**config.mk**
```make
export PLATFORM = sky130hd
export DESIGN_NAME = acc_ctrl
export DESIGN_NICKNAME = d
export VERILOG_FILES = /design/src/hw/acc_pkg.sv /design/src/hw/acc_cmp.sv /design/src/hw/acc_ctrl.sv /design/src/hw/acc_hw_sync.sv
export SDC_FILE = /design/constraint.sdc
export NUM_CORES = 1
export LEC_CHECK = 0
export ABC_AREA = 1
export ABC_CLOCK_PERIOD_IN_PS = 1810
export BUFFER_PORTS_ARGS = -buffer_cell sky130_fd_sc_hd__buf_2
export CORE_MARGIN = 10
export CORE_UTILIZATION = 44
export CTS_CLUSTER_DIAMETER = 30
export DETAILED_ROUTE_END_ITERATION = 10
export HOLD_SLACK_MARGIN = 0.02
export PLACE_DENSITY = 0.76
export SYNTH_ARGS = -nofsm -noshare
export SYNTH_HDL_FRONTEND = slang
export SYNTH_HIERARCHICAL = 1
export SYNTH_SLANG_ARGS = --single-unit
```
**constraint.sdc**
```tcl
create_clock -name clk -period 1.81 [get_ports clk]
set_clock_uncertainty 0.05 [all_clocks]
set_input_delay 0.2715 -clock clk [delete_from_list [all_inputs] [get_ports clk]]
set_output_delay 0.2715 -clock clk [all_outputs]
set_load 0.05 [all_outputs]
```
**src/hw/acc_pkg.sv**
```systemverilog
/*
 * acc_pkg: register offsets, bit positions, reset values and the
 * structs that carry the converter core request and response.
 * assumes: byte addresses on a 32-bit AHB-Lite bus, 4 ns clock.
 */
package acc_pkg;
    // ----------------------------------------
    // register byte offsets
    // ----------------------------------------
    localparam logic [7:0] OFF_SC1 = 8'h00;
    localparam logic [7:0] OFF_SC2 = 8'h04;
    localparam logic [7:0] OFF_RES_HI = 8'h08;
    localparam logic [7:0] OFF_RES_LO = 8'h0C;
    localparam logic [7:0] OFF_CMP_VAL = 8'h10;
    localparam logic [7:0] OFF_IRQ_STS = 8'h14;
    localparam logic [7:0] OFF_IRQ_MSK = 8'h18;
    // ----------------------------------------
    // field positions
    // ----------------------------------------
    localparam int BIT_DONE = 7;
    localparam int BIT_DONE_INTERRUPT_ENABLE = 6;
    localparam int BIT_CONT = 5;
    localparam int BIT_ACTIVE = 7;
    localparam int BIT_TRIG = 6;
    localparam int BIT_CMP_EN = 5;
    localparam int BIT_CMP_GT = 4;
    localparam int STS_DONE = 0;
    localparam int STS_ABORT = 1;
    // ----------------------------------------
    // channel codes and reset values
    // ----------------------------------------
    localparam logic [4:0] CH_OFF = 5'h1F;
    localparam logic [4:0] CH_RSVD = 5'h1C;
    localparam logic [4:0] CH_REFH = 5'h1D;
    localparam logic [4:0] CH_REFL = 5'h1E;
    localparam logic [4:0] RST_CHAN = 5'h1F;
    localparam logic [11:0] RST_WORD12 = 12'h000;
    localparam logic [1:0] RST_IRQ = 2'h0;
    // ----------------------------------------
    // core carriers
    // ----------------------------------------
    typedef struct packed {
        logic start;
        logic power;
        logic isolate;
        logic [4:0] channel;
    } acc_core_req_t;
    typedef struct packed {
        logic done;
        logic [11:0] result;
    } acc_core_rsp_t;
endpackage

```
**src/hw/acc_cmp.sv**
```systemverilog
/*
 * acc_cmp: compare of a finished result against the compare value.
 * assumes: both values are 12-bit unsigned and stable with the done strobe.
 */
`timescale 1ns/1ps
`default_nettype none
module acc_cmp (
    // operands
    input wire logic [11:0] result,
    input wire logic [11:0] limit,
    // mode and outcome
    input wire logic greater_sel,
    output logic hit
);
    wire below = result < limit;

    // less-than by default, greater-or-equal when selected
    assign hit = greater_sel ? ~below : below;
endmodule // acc_cmp
`default_nettype wire

```
**src/hw/acc_ctrl.sv**
```systemverilog
/*
 * acc_ctrl: conversion control of a 12-bit successive approximation
 * converter: AHB-Lite register slave, trigger logic, done flag,
 * interrupt, result capture and core power control.
 * assumes: the analog core answers a start pulse with a done strobe
 * and result on clk; the hardware trigger pin is asynchronous.
 */
`timescale 1ns/1ps
`default_nettype none

// Behaviour
// sc1 write aborts and restarts unless off; code restarts only with software trigger
// done flag never set by bus
// compare off: every completion sets done
// compare on: done only on true compare
// sc1 write or low read clears done
// done with enable raises interrupt
// single mode: one conversion per trigger
// continuous mode: trigger starts repeated conversions
// 5-bit channel field, refs, reserved code
// all ones powers off and isolates input
// all ones stops continuous, no extra conversion
// single mode idles after each conversion
// 28 inputs chosen only by channel field
// active bit tracks start to end/abort
// trigger select: write or hardware pin
// compare less-than or greater-equal
// result held when compare fails
// core start pulse and done strobe
module acc_ctrl (
    // clock and reset
    input wire logic clk,
    input wire logic rst_b,
    // ahb-lite slave
    input wire logic hsel,
    input wire logic [31:0] haddr,
    input wire logic [1:0] htrans,
    input wire logic hwrite,
    input wire logic [2:0] hsize,
    input wire logic [31:0] hwdata,
    input wire logic hready,
    output logic [31:0] hrdata,
    output logic hreadyout,
    output logic hresp,
    // hardware trigger pin
    input wire logic hardware_trigger_input,
    // converter core
    output acc_pkg::acc_core_req_t core_req,
    input wire acc_pkg::acc_core_rsp_t core_rsp,
    // interrupt
    output logic irq
);
    // ----------------------------------------
    // bus slave
    // ----------------------------------------
    logic busy_ff, wr_ff, ready_ff;
    logic [7:0] addr_ff;
    logic [31:0] rdata_ff;
    wire take = hsel & htrans[1] & hready;

    // one wait state per transfer so that read data come from a flop
    always_ff @(posedge clk) begin
        if (!rst_b) begin
            busy_ff <= 1'b0;
            wr_ff <= 1'b0;
            addr_ff <= 8'h00;
            ready_ff <= 1'b1;
        end else begin
            busy_ff <= take;
            ready_ff <= ~take;
            if (take) begin
                wr_ff <= hwrite;
                addr_ff <= {haddr[7:2], 2'b00};
            end
        end
    end

    wire do_wr = busy_ff & wr_ff;
    wire do_rd = busy_ff & ~wr_ff;
    wire wr_sc1 = do_wr & (addr_ff == acc_pkg::OFF_SC1);
    wire wr_sc2 = do_wr & (addr_ff == acc_pkg::OFF_SC2);
    wire wr_cmp = do_wr & (addr_ff == acc_pkg::OFF_CMP_VAL);
    wire wr_sts = do_wr & (addr_ff == acc_pkg::OFF_IRQ_STS);
    wire wr_msk = do_wr & (addr_ff == acc_pkg::OFF_IRQ_MSK);
    wire rd_lo = do_rd & (addr_ff == acc_pkg::OFF_RES_LO);
    wire [4:0] chan_in = hwdata[4:0];

    // ----------------------------------------
    // control registers
    // ----------------------------------------
    logic [4:0] chan_ff;
    logic done_interrupt_enable_ff, cont_ff, trig_ff, cmp_en_ff, cmp_gt_ff;
    logic [11:0] cmp_val_ff;
    logic [1:0] msk_ff;

    always_ff @(posedge clk) begin
        if (!rst_b) begin
            chan_ff <= acc_pkg::RST_CHAN;
            done_interrupt_enable_ff <= 1'b0;
            cont_ff <= 1'b0;
            trig_ff <= 1'b0;
            cmp_en_ff <= 1'b0;
            cmp_gt_ff <= 1'b0;
            cmp_val_ff <= acc_pkg::RST_WORD12;
            msk_ff <= acc_pkg::RST_IRQ;
        end else begin
            if (wr_sc1) begin
                // done bit of the written word is dropped
                chan_ff <= chan_in;
                done_interrupt_enable_ff <= hwdata[acc_pkg::BIT_DONE_INTERRUPT_ENABLE];
                cont_ff <= hwdata[acc_pkg::BIT_CONT];
            end
            if (wr_sc2) begin
                trig_ff <= hwdata[acc_pkg::BIT_TRIG];
                cmp_en_ff <= hwdata[acc_pkg::BIT_CMP_EN];
                cmp_gt_ff <= hwdata[acc_pkg::BIT_CMP_GT];
            end
            if (wr_cmp)
                cmp_val_ff <= hwdata[11:0];
            if (wr_msk)
                msk_ff <= hwdata[1:0];
        end
    end

    // ----------------------------------------
    // trigger and sequencing
    // ----------------------------------------
    logic hw_rise, hit;
    logic active_ff, run_ff, start_ff, power_ff, iso_ff;
    logic [4:0] core_ch_ff;

    acc_hw_sync u_sync (
        .clk(clk),
        .rst_b(rst_b),
        .pin(hardware_trigger_input),
        .rise(hw_rise)
    );

    acc_cmp u_cmp (
        .result(core_rsp.result),
        .limit(cmp_val_ff),
        .greater_sel(cmp_gt_ff),
        .hit(hit)
    );

    // a done strobe outside a conversion is stale and ignored
    wire cmp_done = core_rsp.done & active_ff;
    wire off_now = wr_sc1 & (chan_in == acc_pkg::CH_OFF);
    wire sw_go = wr_sc1 & ~trig_ff & ~off_now;
    wire hw_go = hw_rise & trig_ff & ~wr_sc1 &
        (chan_ff != acc_pkg::CH_OFF) & ~active_ff;
    // repeat only while continuous stays on and channel is live
    wire again = cmp_done & run_ff & cont_ff & ~wr_sc1 &
        (chan_ff != acc_pkg::CH_OFF);
    wire start_now = sw_go | hw_go | again;
    wire [4:0] next_ch = wr_sc1 ? chan_in : chan_ff;
    wire next_cont = wr_sc1 ? hwdata[acc_pkg::BIT_CONT] : cont_ff;
    wire abort = wr_sc1 & active_ff & ~core_rsp.done;
    wire nxt_active = start_now | (active_ff & ~cmp_done & ~wr_sc1);
    // continuous run ends on any sc1 write without restart or on single mode
    wire nxt_run = start_now ? next_cont :
        (run_ff & ~wr_sc1 & ~(cmp_done & ~cont_ff));

    always_ff @(posedge clk) begin
        if (!rst_b) begin
            active_ff <= 1'b0;
            run_ff <= 1'b0;
            start_ff <= 1'b0;
            power_ff <= 1'b0;
            iso_ff <= 1'b1;
            core_ch_ff <= acc_pkg::RST_CHAN;
        end else begin
            start_ff <= start_now;
            active_ff <= nxt_active;
            run_ff <= nxt_run;
            // power only while converting or armed
            power_ff <= nxt_active | nxt_run;
            iso_ff <= next_ch == acc_pkg::CH_OFF;
            core_ch_ff <= next_ch;
        end
    end

    // one driver for the whole carrier, field order as the package has it
    assign core_req = {start_ff, power_ff, iso_ff, core_ch_ff};

    // ----------------------------------------
    // done flag, result and interrupt
    // ----------------------------------------
    logic done_ff, irq_ff;
    logic [11:0] result_ff;
    logic [1:0] sts_ff;
    wire take_res = cmp_done & (~cmp_en_ff | hit);
    wire [1:0] sts_set = {abort, take_res};
    wire [1:0] sts_clr = wr_sts ? hwdata[1:0] : 2'b00;
    wire [1:0] nxt_sts = sts_set | (sts_ff & ~sts_clr);
    // a completion wins over a clear in the same cycle
    wire nxt_done = take_res | (done_ff & ~wr_sc1 & ~rd_lo);
    wire nxt_done_interrupt_enable = wr_sc1 ? hwdata[acc_pkg::BIT_DONE_INTERRUPT_ENABLE] : done_interrupt_enable_ff;
    wire [1:0] nxt_msk = wr_msk ? hwdata[1:0] : msk_ff;

    always_ff @(posedge clk) begin
        if (!rst_b) begin
            done_ff <= 1'b0;
            result_ff <= acc_pkg::RST_WORD12;
            sts_ff <= acc_pkg::RST_IRQ;
            irq_ff <= 1'b0;
        end else begin
            done_ff <= nxt_done;
            if (take_res)
                result_ff <= core_rsp.result;
            sts_ff <= nxt_sts;
            // next values keep irq in step with flag, enable and mask
            irq_ff <= (nxt_done & nxt_done_interrupt_enable) |
                (|(nxt_sts & nxt_msk));
        end
    end

    // ----------------------------------------
    // read data
    // ----------------------------------------
    wire [7:0] sc1_rd = {done_ff, done_interrupt_enable_ff, cont_ff, chan_ff};
    wire [7:0] sc2_rd = {active_ff, trig_ff, cmp_en_ff, cmp_gt_ff, 4'h0};
    wire [31:0] rd_mux =
        (addr_ff == acc_pkg::OFF_SC1) ? {24'h00_0000, sc1_rd} :
        (addr_ff == acc_pkg::OFF_SC2) ? {24'h00_0000, sc2_rd} :
        (addr_ff == acc_pkg::OFF_RES_HI) ? {28'h000_0000, result_ff[11:8]} :
        (addr_ff == acc_pkg::OFF_RES_LO) ? {24'h00_0000, result_ff[7:0]} :
        (addr_ff == acc_pkg::OFF_CMP_VAL) ? {20'h0_0000, cmp_val_ff} :
        (addr_ff == acc_pkg::OFF_IRQ_STS) ? {30'h0000_0000, sts_ff} :
        (addr_ff == acc_pkg::OFF_IRQ_MSK) ? {30'h0000_0000, msk_ff} :
        32'h0000_0000;

    // unmapped reads answer zero with OKAY
    always_ff @(posedge clk) begin
        if (!rst_b)
            rdata_ff <= 32'h0000_0000;
        else if (do_rd)
            rdata_ff <= rd_mux;
    end

    assign hrdata = rdata_ff;
    assign hreadyout = ready_ff;
    assign hresp = 1'b0;
    assign irq = irq_ff;

    // ----------------------------------------
    // checks
    // ----------------------------------------
    a_write_starts: assert property (
        @(posedge clk) disable iff (!rst_b)
        wr_sc1 && chan_in != acc_pkg::CH_OFF && !trig_ff |=> start_ff)
        else $error("sc1 write did not start a conversion");

    a_done_bus_ro: assert property (
        @(posedge clk) disable iff (!rst_b)
        wr_sc1 && !cmp_done |=> !done_ff)
        else $error("bus write left done flag set");

    a_done_plain: assert property (
        @(posedge clk) disable iff (!rst_b)
        cmp_done && !cmp_en_ff |=> done_ff)
        else $error("completion did not set done flag");

    a_done_cmp_miss: assert property (
        @(posedge clk) disable iff (!rst_b)
        cmp_done && cmp_en_ff && !hit && !done_ff |=> !done_ff)
        else $error("done set on false compare");

    a_done_rd_clear: assert property (
        @(posedge clk) disable iff (!rst_b)
        rd_lo && !cmp_done |=> !done_ff)
        else $error("low result read did not clear done");

    a_irq_raise: assert property (
        @(posedge clk) disable iff (!rst_b)
        done_ff && done_interrupt_enable_ff |-> irq_ff)
        else $error("interrupt missing with done and enable");

    a_single_idle: assert property (
        @(posedge clk) disable iff (!rst_b)
        cmp_done && !cont_ff && !start_now |=> !active_ff && !power_ff)
        else $error("single conversion did not return to idle");

    a_cont_again: assert property (
        @(posedge clk) disable iff (!rst_b)
        cmp_done && run_ff && cont_ff && !wr_sc1 &&
        chan_ff != acc_pkg::CH_OFF |=> start_ff && active_ff)
        else $error("continuous run did not restart");

    a_off_stops: assert property (
        @(posedge clk) disable iff (!rst_b)
        off_now |=> !start_ff && !active_ff && iso_ff && !power_ff)
        else $error("all-ones channel did not stop the core");

    a_active_track: assert property (
        @(posedge clk) disable iff (!rst_b)
        start_ff |-> active_ff)
        else $error("active bit not set at start");

    a_result_hold: assert property (
        @(posedge clk) disable iff (!rst_b)
        cmp_done && cmp_en_ff && !hit |=> $stable(result_ff))
        else $error("result changed on failed compare");

    a_ready_wait: assert property (
        @(posedge clk) disable iff (!rst_b)
        take |=> !ready_ff ##1 ready_ff)
        else $error("bus wait state not exactly one cycle");

    a_hw_refused: assert property (
        @(posedge clk) disable iff (!rst_b)
        hw_rise && active_ff && !wr_sc1 && !cmp_done |=> !start_ff)
        else $error("hardware trigger started while active");

    a_abort_flag: assert property (
        @(posedge clk) disable iff (!rst_b)
        abort |=> sts_ff[acc_pkg::STS_ABORT])
        else $error("abort event not recorded");

    a_write_trig_wait: assert property (
        @(posedge clk) disable iff (!rst_b)
        wr_sc1 && trig_ff |=> !start_ff && !active_ff)
        else $error("write in hardware trigger mode started a conversion");

    a_result_take: assert property (
        @(posedge clk) disable iff (!rst_b)
        take_res |=> result_ff == $past(core_rsp.result))
        else $error("result not captured on completion");

    a_irq_status: assert property (
        @(posedge clk) disable iff (!rst_b)
        irq_ff == ((done_ff && done_interrupt_enable_ff) || (|(sts_ff & msk_ff))))
        else $error("interrupt level disagrees with flags");

    a_channel_follow: assert property (
        @(posedge clk) disable iff (!rst_b)
        wr_sc1 |=> core_ch_ff == $past(chan_in) && chan_ff == $past(chan_in))
        else $error("channel code not passed to the core");

    a_power_level: assert property (
        @(posedge clk) disable iff (!rst_b)
        power_ff == (active_ff || run_ff))
        else $error("core powered while idle");

    a_done_no_source: assert property (
        @(posedge clk) disable iff (!rst_b)
        !cmp_done && !done_ff |=> !done_ff)
        else $error("done flag set without a completion");
endmodule // acc_ctrl
`default_nettype wire

```
**src/hw/acc_hw_sync.sv**
```systemverilog
/*
 * acc_hw_sync: two-flop synchroniser for the hardware trigger pin and
 * a one-cycle pulse on its rising edge.
 * assumes: the pin is asynchronous to clk and held high for 2+ cycles.
 */
`timescale 1ns/1ps
`default_nettype none
module acc_hw_sync (
    // clock and reset
    input wire logic clk,
    input wire logic rst_b,
    // pin and pulse
    input wire logic pin,
    output logic rise
);
    logic meta_ff, sync_ff, last_ff;

    // first flop feeds only the second one
    always_ff @(posedge clk) begin
        if (!rst_b) begin
            meta_ff <= 1'b0;
            sync_ff <= 1'b0;
            last_ff <= 1'b0;
        end else begin
            meta_ff <= pin;
            sync_ff <= meta_ff;
            last_ff <= sync_ff;
        end
    end

    assign rise = sync_ff & ~last_ff;
endmodule // acc_hw_sync
`default_nettype wire

```
# --- Word-level counts from Yosys, hierarchy flattened ---
# Index checks and enable logic that the tools add are counted.
word_totals:
  regBits: 89
  input_bits: 88
op_classes:
  n_lt_le_gt_ge: 1
  eq_ne: 9
  n_mux: 14
  bitwise: 59
  n_reduce_logical: 2
op_table:
  columns: ["cell", "n"]
  rows:
  - ["12-bit two-way mux", 5]
  - ["1-bit AND", 34]
  - ["6-bit by 3-bit == test with 1-bit output (second input constant)", 3]
  - ["1-bit inverter", 14]
  - ["6-bit by 2-bit == test with 1-bit output (second input constant)", 2]
  - ["12-bit < comparator", 1]
  - ["5-bit == test (second input constant)", 2]
  - ["8-bit zero test", 1]
  - ["2-bit two-way mux", 4]
  - ["1-bit bitwise OR", 7]
  - ["6-bit by 1-bit == test with 1-bit output (second input constant)", 1]
  - ["5-bit two-way mux", 1]
  - ["5-bit != test (second input constant)", 1]
  - ["2-bit AND", 2]
  - ["1-bit two-way mux", 4]
  - ["2-bit inverter", 1]
  - ["2-bit bitwise OR", 1]
  - ["2-bit OR reduction", 1]

# --- Logic depth before layout (Yosys ltp) ---
# Gate-level depths: netlist of the first run.
depth:
  depth_word: 10
  mapped_depth: 16
  mapped_depth_nobuf: 16

# --- By module ---
# The synthesis of the first run kept the hierarchy.
by_module_without_submodules:
  columns: ["module", "n_inst", "cells_per_inst", "area_per_inst_um2", "seq_area_each_um2"]
  rows:
  - ["acc_ctrl", 1, 410, 2981.6, 1321.3]
  - ["acc_cmp", 1, 60, 330.3, 0.0]
  - ["acc_hw_sync", 1, 11, 92.6, 60.1]

# --- Least setup slack after synthesis of the first run ---
# Ideal clock, no wire load.
synth_path:
  kind: "register -> register"
  startpoint: "reg cmp_val_ff[11]"
  endpoint: "reg result_ff[10]"
  setup_time_ns: 0.116
  arrival_ns: 1.810
  required_ns: 1.644
  path_slack_ns: -0.166
  path_stages_with_launch: 17
  path_buffers: 1
  cell_sequence: "dfxtp_1 > inv_1 > ha_1 > nand2_1 > nor2_2 > nand2_1 > nor2_1 > nand2_1 > nand2_1 > nand2_1 > nand2_1 > inv_1 > a21oi_1 > inv_1 > buf_2 > nor2_1 > nor2_1"
synth_between:
  elab_chain_len: 5
synth_lines:
  columns: ["element", "line_no", "text"]
  rows:
  - ["start: declaration", "acc_ctrl.sv:93", "logic [11:0] cmp_val_ff;"]
  - ["start signal: assignment", "acc_ctrl.sv:104", "cmp_val_ff <= acc_pkg::RST_WORD12;"]
  - ["start signal: assignment", "acc_ctrl.sv:119", "cmp_val_ff <= hwdata[11:0];"]
  - ["12-bit < comparator *", "acc_cmp.sv:15", "wire below = result < limit;"]
  - ["1-bit inverter", "acc_cmp.sv:18", "assign hit = greater_sel ? ~below : below;"]
  - ["1-bit two-way mux *", "acc_cmp.sv:18", null]
  - ["named net hit", "acc_ctrl.sv:128", "logic hw_rise, hit;"]
  - ["1-bit bitwise OR *", "acc_ctrl.sv:192", "wire take_res = cmp_done & (~cmp_en_ff | hit);"]
  - ["1-bit AND *", "acc_ctrl.sv:192", null]
  - ["end signal: assignment", "acc_ctrl.sv:204", "result_ff <= acc_pkg::RST_WORD12;"]
  - ["end signal: assignment", "acc_ctrl.sv:210", "result_ff <= core_rsp.result;"]
  - ["end: declaration", "acc_ctrl.sv:190", "logic [11:0] result_ff;"]
# The timed path passes the listed nets; every way through them passes the cells marked *.
# A chain may end at the register's enable or synchronous reset.

# --- Final worst setup path of the first run ---
layout_path:
  startpoint: "reg cmp_val_ff[9]"
  endpoint: "reg irq_ff (netlist: irq)"
layout_between:
  elab_chain_len: 9
  elab_cells_between_ends: 11
  cone_classes: "1 x order compare; 1 x mux; 8 x bitwise; 1 x reduce/logical"
layout_lines:
  columns: ["element", "line_no", "text"]
  rows:
  - ["12-bit < comparator *", "acc_cmp.sv:15", null]
  - ["1-bit inverter", "acc_cmp.sv:18", null]
  - ["1-bit two-way mux *", "acc_cmp.sv:18", null]
  - ["named net hit", "acc_ctrl.sv:128", null]
  - ["1-bit bitwise OR *", "acc_ctrl.sv:192", null]
  - ["1-bit AND *", "acc_ctrl.sv:192", null]
  - ["2-bit bitwise OR", "acc_ctrl.sv:195", "wire [1:0] nxt_sts = sts_set | (sts_ff & ~sts_clr);"]
  - ["2-bit AND", "acc_ctrl.sv:214", "(|(nxt_sts & nxt_msk));"]
  - ["2-bit OR reduction", "acc_ctrl.sv:214", null]
  - ["1-bit bitwise OR *", "acc_ctrl.sv:213", "irq_ff <= (nxt_done & nxt_done_interrupt_enable) |"]
  - ["end signal: assignment", "acc_ctrl.sv:213", null]
  - ["end: declaration", "acc_ctrl.sv:189", "logic done_ff, irq_ff;"]
# Marked as above.

==> metrics.txt, run 1 <==
status finished, violations left; violated checks negative setup slack; register area share after synthesis 40.6%; I/O pin cnt 131; initial antenna violation count 0; Tot GR Track Use 15.7%; clk sinks 69; slowest stage delay, CP 350 ps; Startpoint Class flop; Antenna diodes 0; deepest clock path buffer count 2; Remaining DRCs 0; R2R Setup Slk -280 ps; Post-Syn Area 3400 µm²; WL/cell 14.0 µm; Initial Util 44.8%; sequential cell area 1390 µm²; crit-path max FO 5; Max Cap Viol 0; total power draw 3.47 mW; DP HPWL 7040 µm; core area 7610 µm²; Tmin final 2090 ps; Inserted Clock Buffers 9; Hold Crit Start hardware_trigger_input; multi-input combinational cell area 1840 µm²; flops & latches, synth 69; maximum VDD drop 568 µV; Vias 3283; Die H 108 µm; slowest CP cell dfxtp_2; final max-slew violation count 0; initial DRC count 204; first-pass GRT wire length 14900 µm; number of global-route vias before repair 3244; largest net degree at the start of global routing 36; count of different cell masters after synthesis 27; RSZ-0062 raised after global routing yes; Reg-to-Reg End irq; H-tree depth 3; maximum clock rate 0.478 GHz; Final Hold Viols 0; antenna viol nets, final 0; Worst Hold Class in2reg; Clock transition at path regs 70 ps; Placer Congestion 0.950; TritonRoute pass-1 iters 5; WHS Endpoint u_sync/meta_ff; Worst R2R Path Depth 17; syn_area_per_cell 7.08 µm²; Layout Utilization 57.2%; Die X-Extent 108 µm; CP required 2050 ps; slack of the critical path -283 ps; Mapped Cells 481; layout cell share with drive strength beyond 1 28.7%; Via-to-Cell Ratio 4.91; CTS tree done; pwr/cell area 797 nW/µm²; final period utilization 116%; final setup fails 15; leak pwr 2.06 nW; reg-to-reg critical path startpoint cmp_val_ff[9]; critical path class reg2reg; PortBufs 59; nets@finish 661; crit-path cells inv_2, ha_4, nand2_4, nor2_4, nand2_2, nor2_2, nand2_2, nand2_1, nand2_1, nand2_1, inv_2, a21oi_4, clkinv_4, buf_6, nand2_2, nand2_2, nand3_2; Rows 32; GRT overflow 0; fillers 718; Root Buffer clkbuf_8; hold depth 3; Die Area 11700 µm²; clk_lat worst skew 350 ps; most used cell, CP nand2_2; Layout area overhead 27.8%; Post-Route WL 9360 µm; Ys Warns 6; worst endpoint data arrival time 2330 ps; Worst setup EP type flop
-- worst max-delay path, delay by kind of cell, from the launching register on --
kind / cells / cell delay (ps)
and+or+nand+nor: 11 / 800
DFF: 1 / 350
buffers and inverters: 4 / 370
AOI/OAI and AO/OA: 1 / 190
adders and majority gates: 1 / 270
-- power by group --
group / leakage, nW / internal, mW / switching [mW]
registers: 0.560 / 1.54 / 0.0128
logic: 1.37 / 0.118 / 0.304
clock network: 0.123 / 0.910 / 0.589
total: 2.06 / 2.56 / 0.906
-- state kept, by name, summed over array words and instances, names as in the netlist, 2 cells and up --
register and count:
msk_ff 2, core_ch_ff 5, addr_ff 6, hrdata 12, result_ff 12, cmp_val_ff 12
sts_ff 2
-- through the flow --
stage	instances	setup WS, ps	hold slack, ps	TNS, ps	instance area (µm²)
4_1_cts	669	-206	51.2	-2750	4250
2_1_floorplan	501	-29.9	315	-239	3490
6_report	669	-283	58.7	-3790	4350
3_5_place_dp	650	-270	348	-3260	3870
5_1_grt	669	-443	65.1	-6180	4350
3_3_place_gp	650	-230	340	-2570	3870
-- cells in the mapped netlist (all sizes together) --
cell type  count  area [µm²]
a41oi          2        17.5
o21ai         42         210
conb           1        3.75
dfxtp         69        1380
ha            11         138
nand2        116         450
clkbuf         7        26.3
clkinv         2        8.75
nand3         36         193
nand4          4        25.0
nor2          75         345
inv           50         188
buf           30         229
a21oi         34         174
o21bai         2        15.0
-- cell usage in the layout, fill, tap and decap left out, drive strengths merged --
master	n
a21oi	34
nand2	116
ha	11
inv	49
nor2	75
a41oi	2
clkbuf	9
nand3	36
nand4	4
conb	21
o21ai	42
bufinv	3
clkinv	7
o21bai	2
buf	87
dfxtp	69
-- worst max-delay path by stage --
stage | slack (ps) | cells after the start | start | to
after floorplan | -30 | 16 | cmp_val_ff[9] | result_ff[10]
after global placement | -230 | 15 | core_rsp[11] | result_ff[10]
after detailed placement | -270 | 15 | core_rsp[11] | result_ff[11]
after CTS | -210 | 16 | cmp_val_ff[10] | result_ff[3]
after global routing | -440 | 17 | cmp_val_ff[8] | irq
final | -280 | 17 | cmp_val_ff[9] | irq
-- cell families (layout without fill, tap and decap cells) --
family	count (synthesis)	after routing	share of synthesized area (%)
adder cells (fa/ha/maj)	11	11	4.04
other	1	21	0.110
flip-flops	69	69	40.6
AND/OR/NAND/NOR	231	231	29.8
AO/OA/AOI/OAI	80	80	12.2
buffers and inverters	89	155	13.3
-- per-layer routing --
metal  track usage (%)  part of all wire [%]  up-vias  routed length, µm
li1                  -                     -     1654                  -
met1              17.6                    40     1472               3790
met2              27.2                    49      134               4610
met3              5.65                   8.2       23                772
met4              4.96                   2.0        0                184
met5                 0                     0        -                  0
-- cell type report --
cell class	count	area share (%)
clock buffers	9	2.85
clock inverters	7	2.62
inverters	52	4.63
multi-input cells	343	42.2
flip-flops and latches	69	31.9
well taps	102	2.93
repair buffers	87	12.9
-- timing repair --
| action | CTS | global route |
|---|---|---|
| setup endpoints to repair | 15 | 15 |
| hold buffers | 0 | 0 |
| setup buffers | 2 | 0 |
| gates cloned | 1 | 0 |
| pin swaps | 13 | 11 |
| gates resized for setup | 30 | 24 |
Note: power is estimated with default switching activity, not from simulation.
==> run 2: changes to the inputs <==
--- a/config.mk
+++ b/config.mk
@@ -6,14 +6,14 @@
 export NUM_CORES = 1
 export LEC_CHECK = 0
 export ABC_AREA = 1
-export ABC_CLOCK_PERIOD_IN_PS = 1810
+export ABC_CLOCK_PERIOD_IN_PS = 2000
 export BUFFER_PORTS_ARGS = -buffer_cell sky130_fd_sc_hd__buf_2
 export CORE_MARGIN = 10
-export CORE_UTILIZATION = 44
+export CORE_UTILIZATION = 49
 export CTS_CLUSTER_DIAMETER = 30
 export DETAILED_ROUTE_END_ITERATION = 10
 export HOLD_SLACK_MARGIN = 0.02
-export PLACE_DENSITY = 0.76
+export PLACE_DENSITY = 0.8
 export SYNTH_ARGS = -nofsm -noshare
 export SYNTH_HDL_FRONTEND = slang
 export SYNTH_HIERARCHICAL = 1
==> constraint.sdc (replaced) <==
create_clock -name clk -period 2 [get_ports clk]
set_clock_uncertainty 0.05 [all_clocks]
set_input_delay 0.3 -clock clk [delete_from_list [all_inputs] [get_ports clk]]
set_output_delay 0.3 -clock clk [all_outputs]
set_load 0.05 [all_outputs]
==> run 2 against run 1 <==
  * The run still ends with negative setup slack left
  * Non-clock buffer count shrank 11
  * Cell area decreased by 3.5%
  * Via count is 1.2% lower
  * Flip-flop and latch count stayed put
  * Clock power fell by 15%
  * Combinational power shrank 12%
  * Final cell count shrank 4.9%
  * Die area is 8.4% lower
  * Worst hold slack improved by 14 ps
  * First-iteration DRC count decreased by 3.4%
  * Largest cell class unchanged
  * Largest power group unchanged
  * Highest routed layer unchanged
==> metrics.txt, run 2 (synthesis results as in run 1) <==
Place WS -170 ps (+101 ps); Initial Util 50.4% (+5.6 points); final period utilization 100% (-15 points); status finished, violations left; worst endpoint data arrival time 2210 ps (-120 ps); Layout area overhead 23.4%; Die Area 10700 µm² (-8.4%); PortBufs 59 (unchanged); Inserted Clock Buffers 9 (unchanged); layout cell share with drive strength beyond 1 27.0% (-1.8 points); Worst Hold Class in2reg; Post-Route WL 9320 µm (-0.41%); number of global-route vias before repair 3235 (-0.28%); largest net degree at the start of global routing 48 (+33%); violated checks negative setup slack; core area 6760 µm² (-11%); Rows 30 (-6.3%); final max-slew violation count 0 (unchanged); deepest clock path buffer count 2 (unchanged); Layout Utilization 62.2% (+5.0 points); Via-to-Cell Ratio 5.10 (+4.0%); CP required 2200 ps (+150 ps); initial antenna violation count 0 (unchanged); Reg-to-Reg End result_ff[11]; Hold Crit Start hardware_trigger_input; hold-fix buffer count after cts 0 (unchanged); leak pwr 1.98 nW (-3.8%); Antenna diodes 0 (unchanged); final setup fails 3 (-12); sequential cell area 1390 µm² (about the same); maximum clock rate 0.498 GHz (+4.2%); H-tree depth 3 (unchanged); slowest CP cell dfxtp_2; WL/cell 14.7 µm (+4.8%); Startpoint Class flop; initial DRC count 197 (-3.4%); nets@finish 650 (-1.7%); crit-path max FO 6 (+1); Clock transition at path regs 80 ps (about the same); most common cell after layout, fill and taps aside nand2_1; DP HPWL 6800 µm (-3.4%); slack of the critical path -8.00 ps (+275 ps); WHS Endpoint u_sync/meta_ff; reg-to-reg critical path startpoint cmp_val_ff[10]; slowest stage delay, CP 350 ps (about the same); fin area 4200 µm² (-3.5%); Die X-Extent 103 µm (-4.3%); crit path from cmp_val_ff[10]; Final Hold Viols 0 (unchanged); TritonRoute pass-1 iters 6 (+1); Tot GR Track Use 17.2% (+1.4 points); most used cell, CP nand2_1; fillers 630 (-12%); Top delay family on crit path simple AND/OR/NAND/NOR gates; clk_lat worst skew 360 ps (about the same); CTS tree done; pwr/cell area 726 nW/µm² (-8.9%); Root Buffer clkbuf_8; I/O pin cnt 131 (unchanged); Worst Path Buf+Inv 4 (unchanged); crit-path cells inv_2, ha_4, nand2_4, nor2_4, nand2_2, nor2_1, nand2_1, nand2_1, nand2_1, nand2_1, inv_2, a21oi_4, inv_4, clkbuf_16, nor2_4, nor2_1; antenna viol nets, final 0 (unchanged); RSZ-0062 raised after global routing yes; multi-input combinational cell area 1830 µm² (-0.20%); Worst R2R Path Depth 16 (-1); GRT overflow 0 (unchanged); Worst setup EP type flop; critical path class reg2reg; Die H 103 µm (-4.3%); Vias 3245 (-1.2%); first-pass GRT wire length 14400 µm (-3.3%); hold depth 3 (unchanged); Remaining DRCs 0 (unchanged); most frequent cells in the layout 107 x nand2_1, 64 x dfxtp_1, 59 x buf_2; clk sinks 69 (unchanged); Placer Congestion 0.940 (-1.1%); R2R Setup Slk -8 ps (+280 ps); Max Cap Viol 0 (unchanged); maximum VDD drop 532 µV (-6.3%); Placement Cell Area 3720 µm² (-3.7%); Tmin final 2010 ps (-85.2 ps)
-- run 2: how the worst max path moves through the flow --
stage,endpoint,slack [ps],cells after the start
3_5_place_dp,result_ff[9],-170,16
5_1_grt,result_ff[2],-160,16
6_report,result_ff[11],-8,16
2_1_floorplan,result_ff[10],20,16
3_3_place_gp,result_ff[9],-90,16
4_1_cts,result_ff[3],-1,16
-- run 2: timing repair --
action                     4_1_cts  5_1_grt
cloned                           0        1
resized for setup               17       40
buffers inserted                 1        1
setup endpoints to repair       13       15
pin swaps                        6       14
-- run 2: worst register-to-register path: stages, from the launching register on --
cell	delay [ps]
dfxtp_2	350
inv_2	50
ha_4	270
nand2_4	60
nor2_4	120
nand2_2	70
nor2_1	80
nand2_1	80
nand2_1	70
nand2_1	40
nand2_1	70
inv_2	50
a21oi_4	170
inv_4	70
clkbuf_16	180
nor2_4	80
nor2_1	40
-- run 2: routing by layer --
layer  track usage [%]  up-vias  routed length, µm
met5                 0        -                  0
met4              6.84        0                165
met3              4.98       19                705
met2              29.1      129               4560
met1              19.9     1473               3890
li1                  -     1624                  -
-- run 2: final cells by class --
type | count | share of cell area (%)
Clock buffer | 9 | 2.95
Sequential cell | 69 | 33.0
Inverter | 52 | 4.73
Multi-Input combinational cell | 343 | 43.6
Timing Repair Buffer | 76 | 11.0
Clock inverter | 7 | 2.32
Tap cell | 80 | 2.38
-- run 2: where the power goes --
group	internal (mW)	switching (mW)	leakage [nW]	total, mW
sequential	1.39	0.0122	0.561	1.40
clock	0.705	0.572	0.106	1.28
combinational	0.0980	0.274	1.31	0.372
total	2.19	0.858	1.98	3.05
-- run 2: stage by stage --
stage	setup TNS (ps)	instances	total power, mW	hold slack, ps
2_1_floorplan	0	501	1.72	336
3_3_place_gp	-1060	617	1.77	341
5_1_grt	-1900	636	3.17	81.9
3_5_place_dp	-1730	617	1.78	349
4_1_cts	-1.49	634	3.04	65.4
6_report	-13.9	636	3.05	72.4
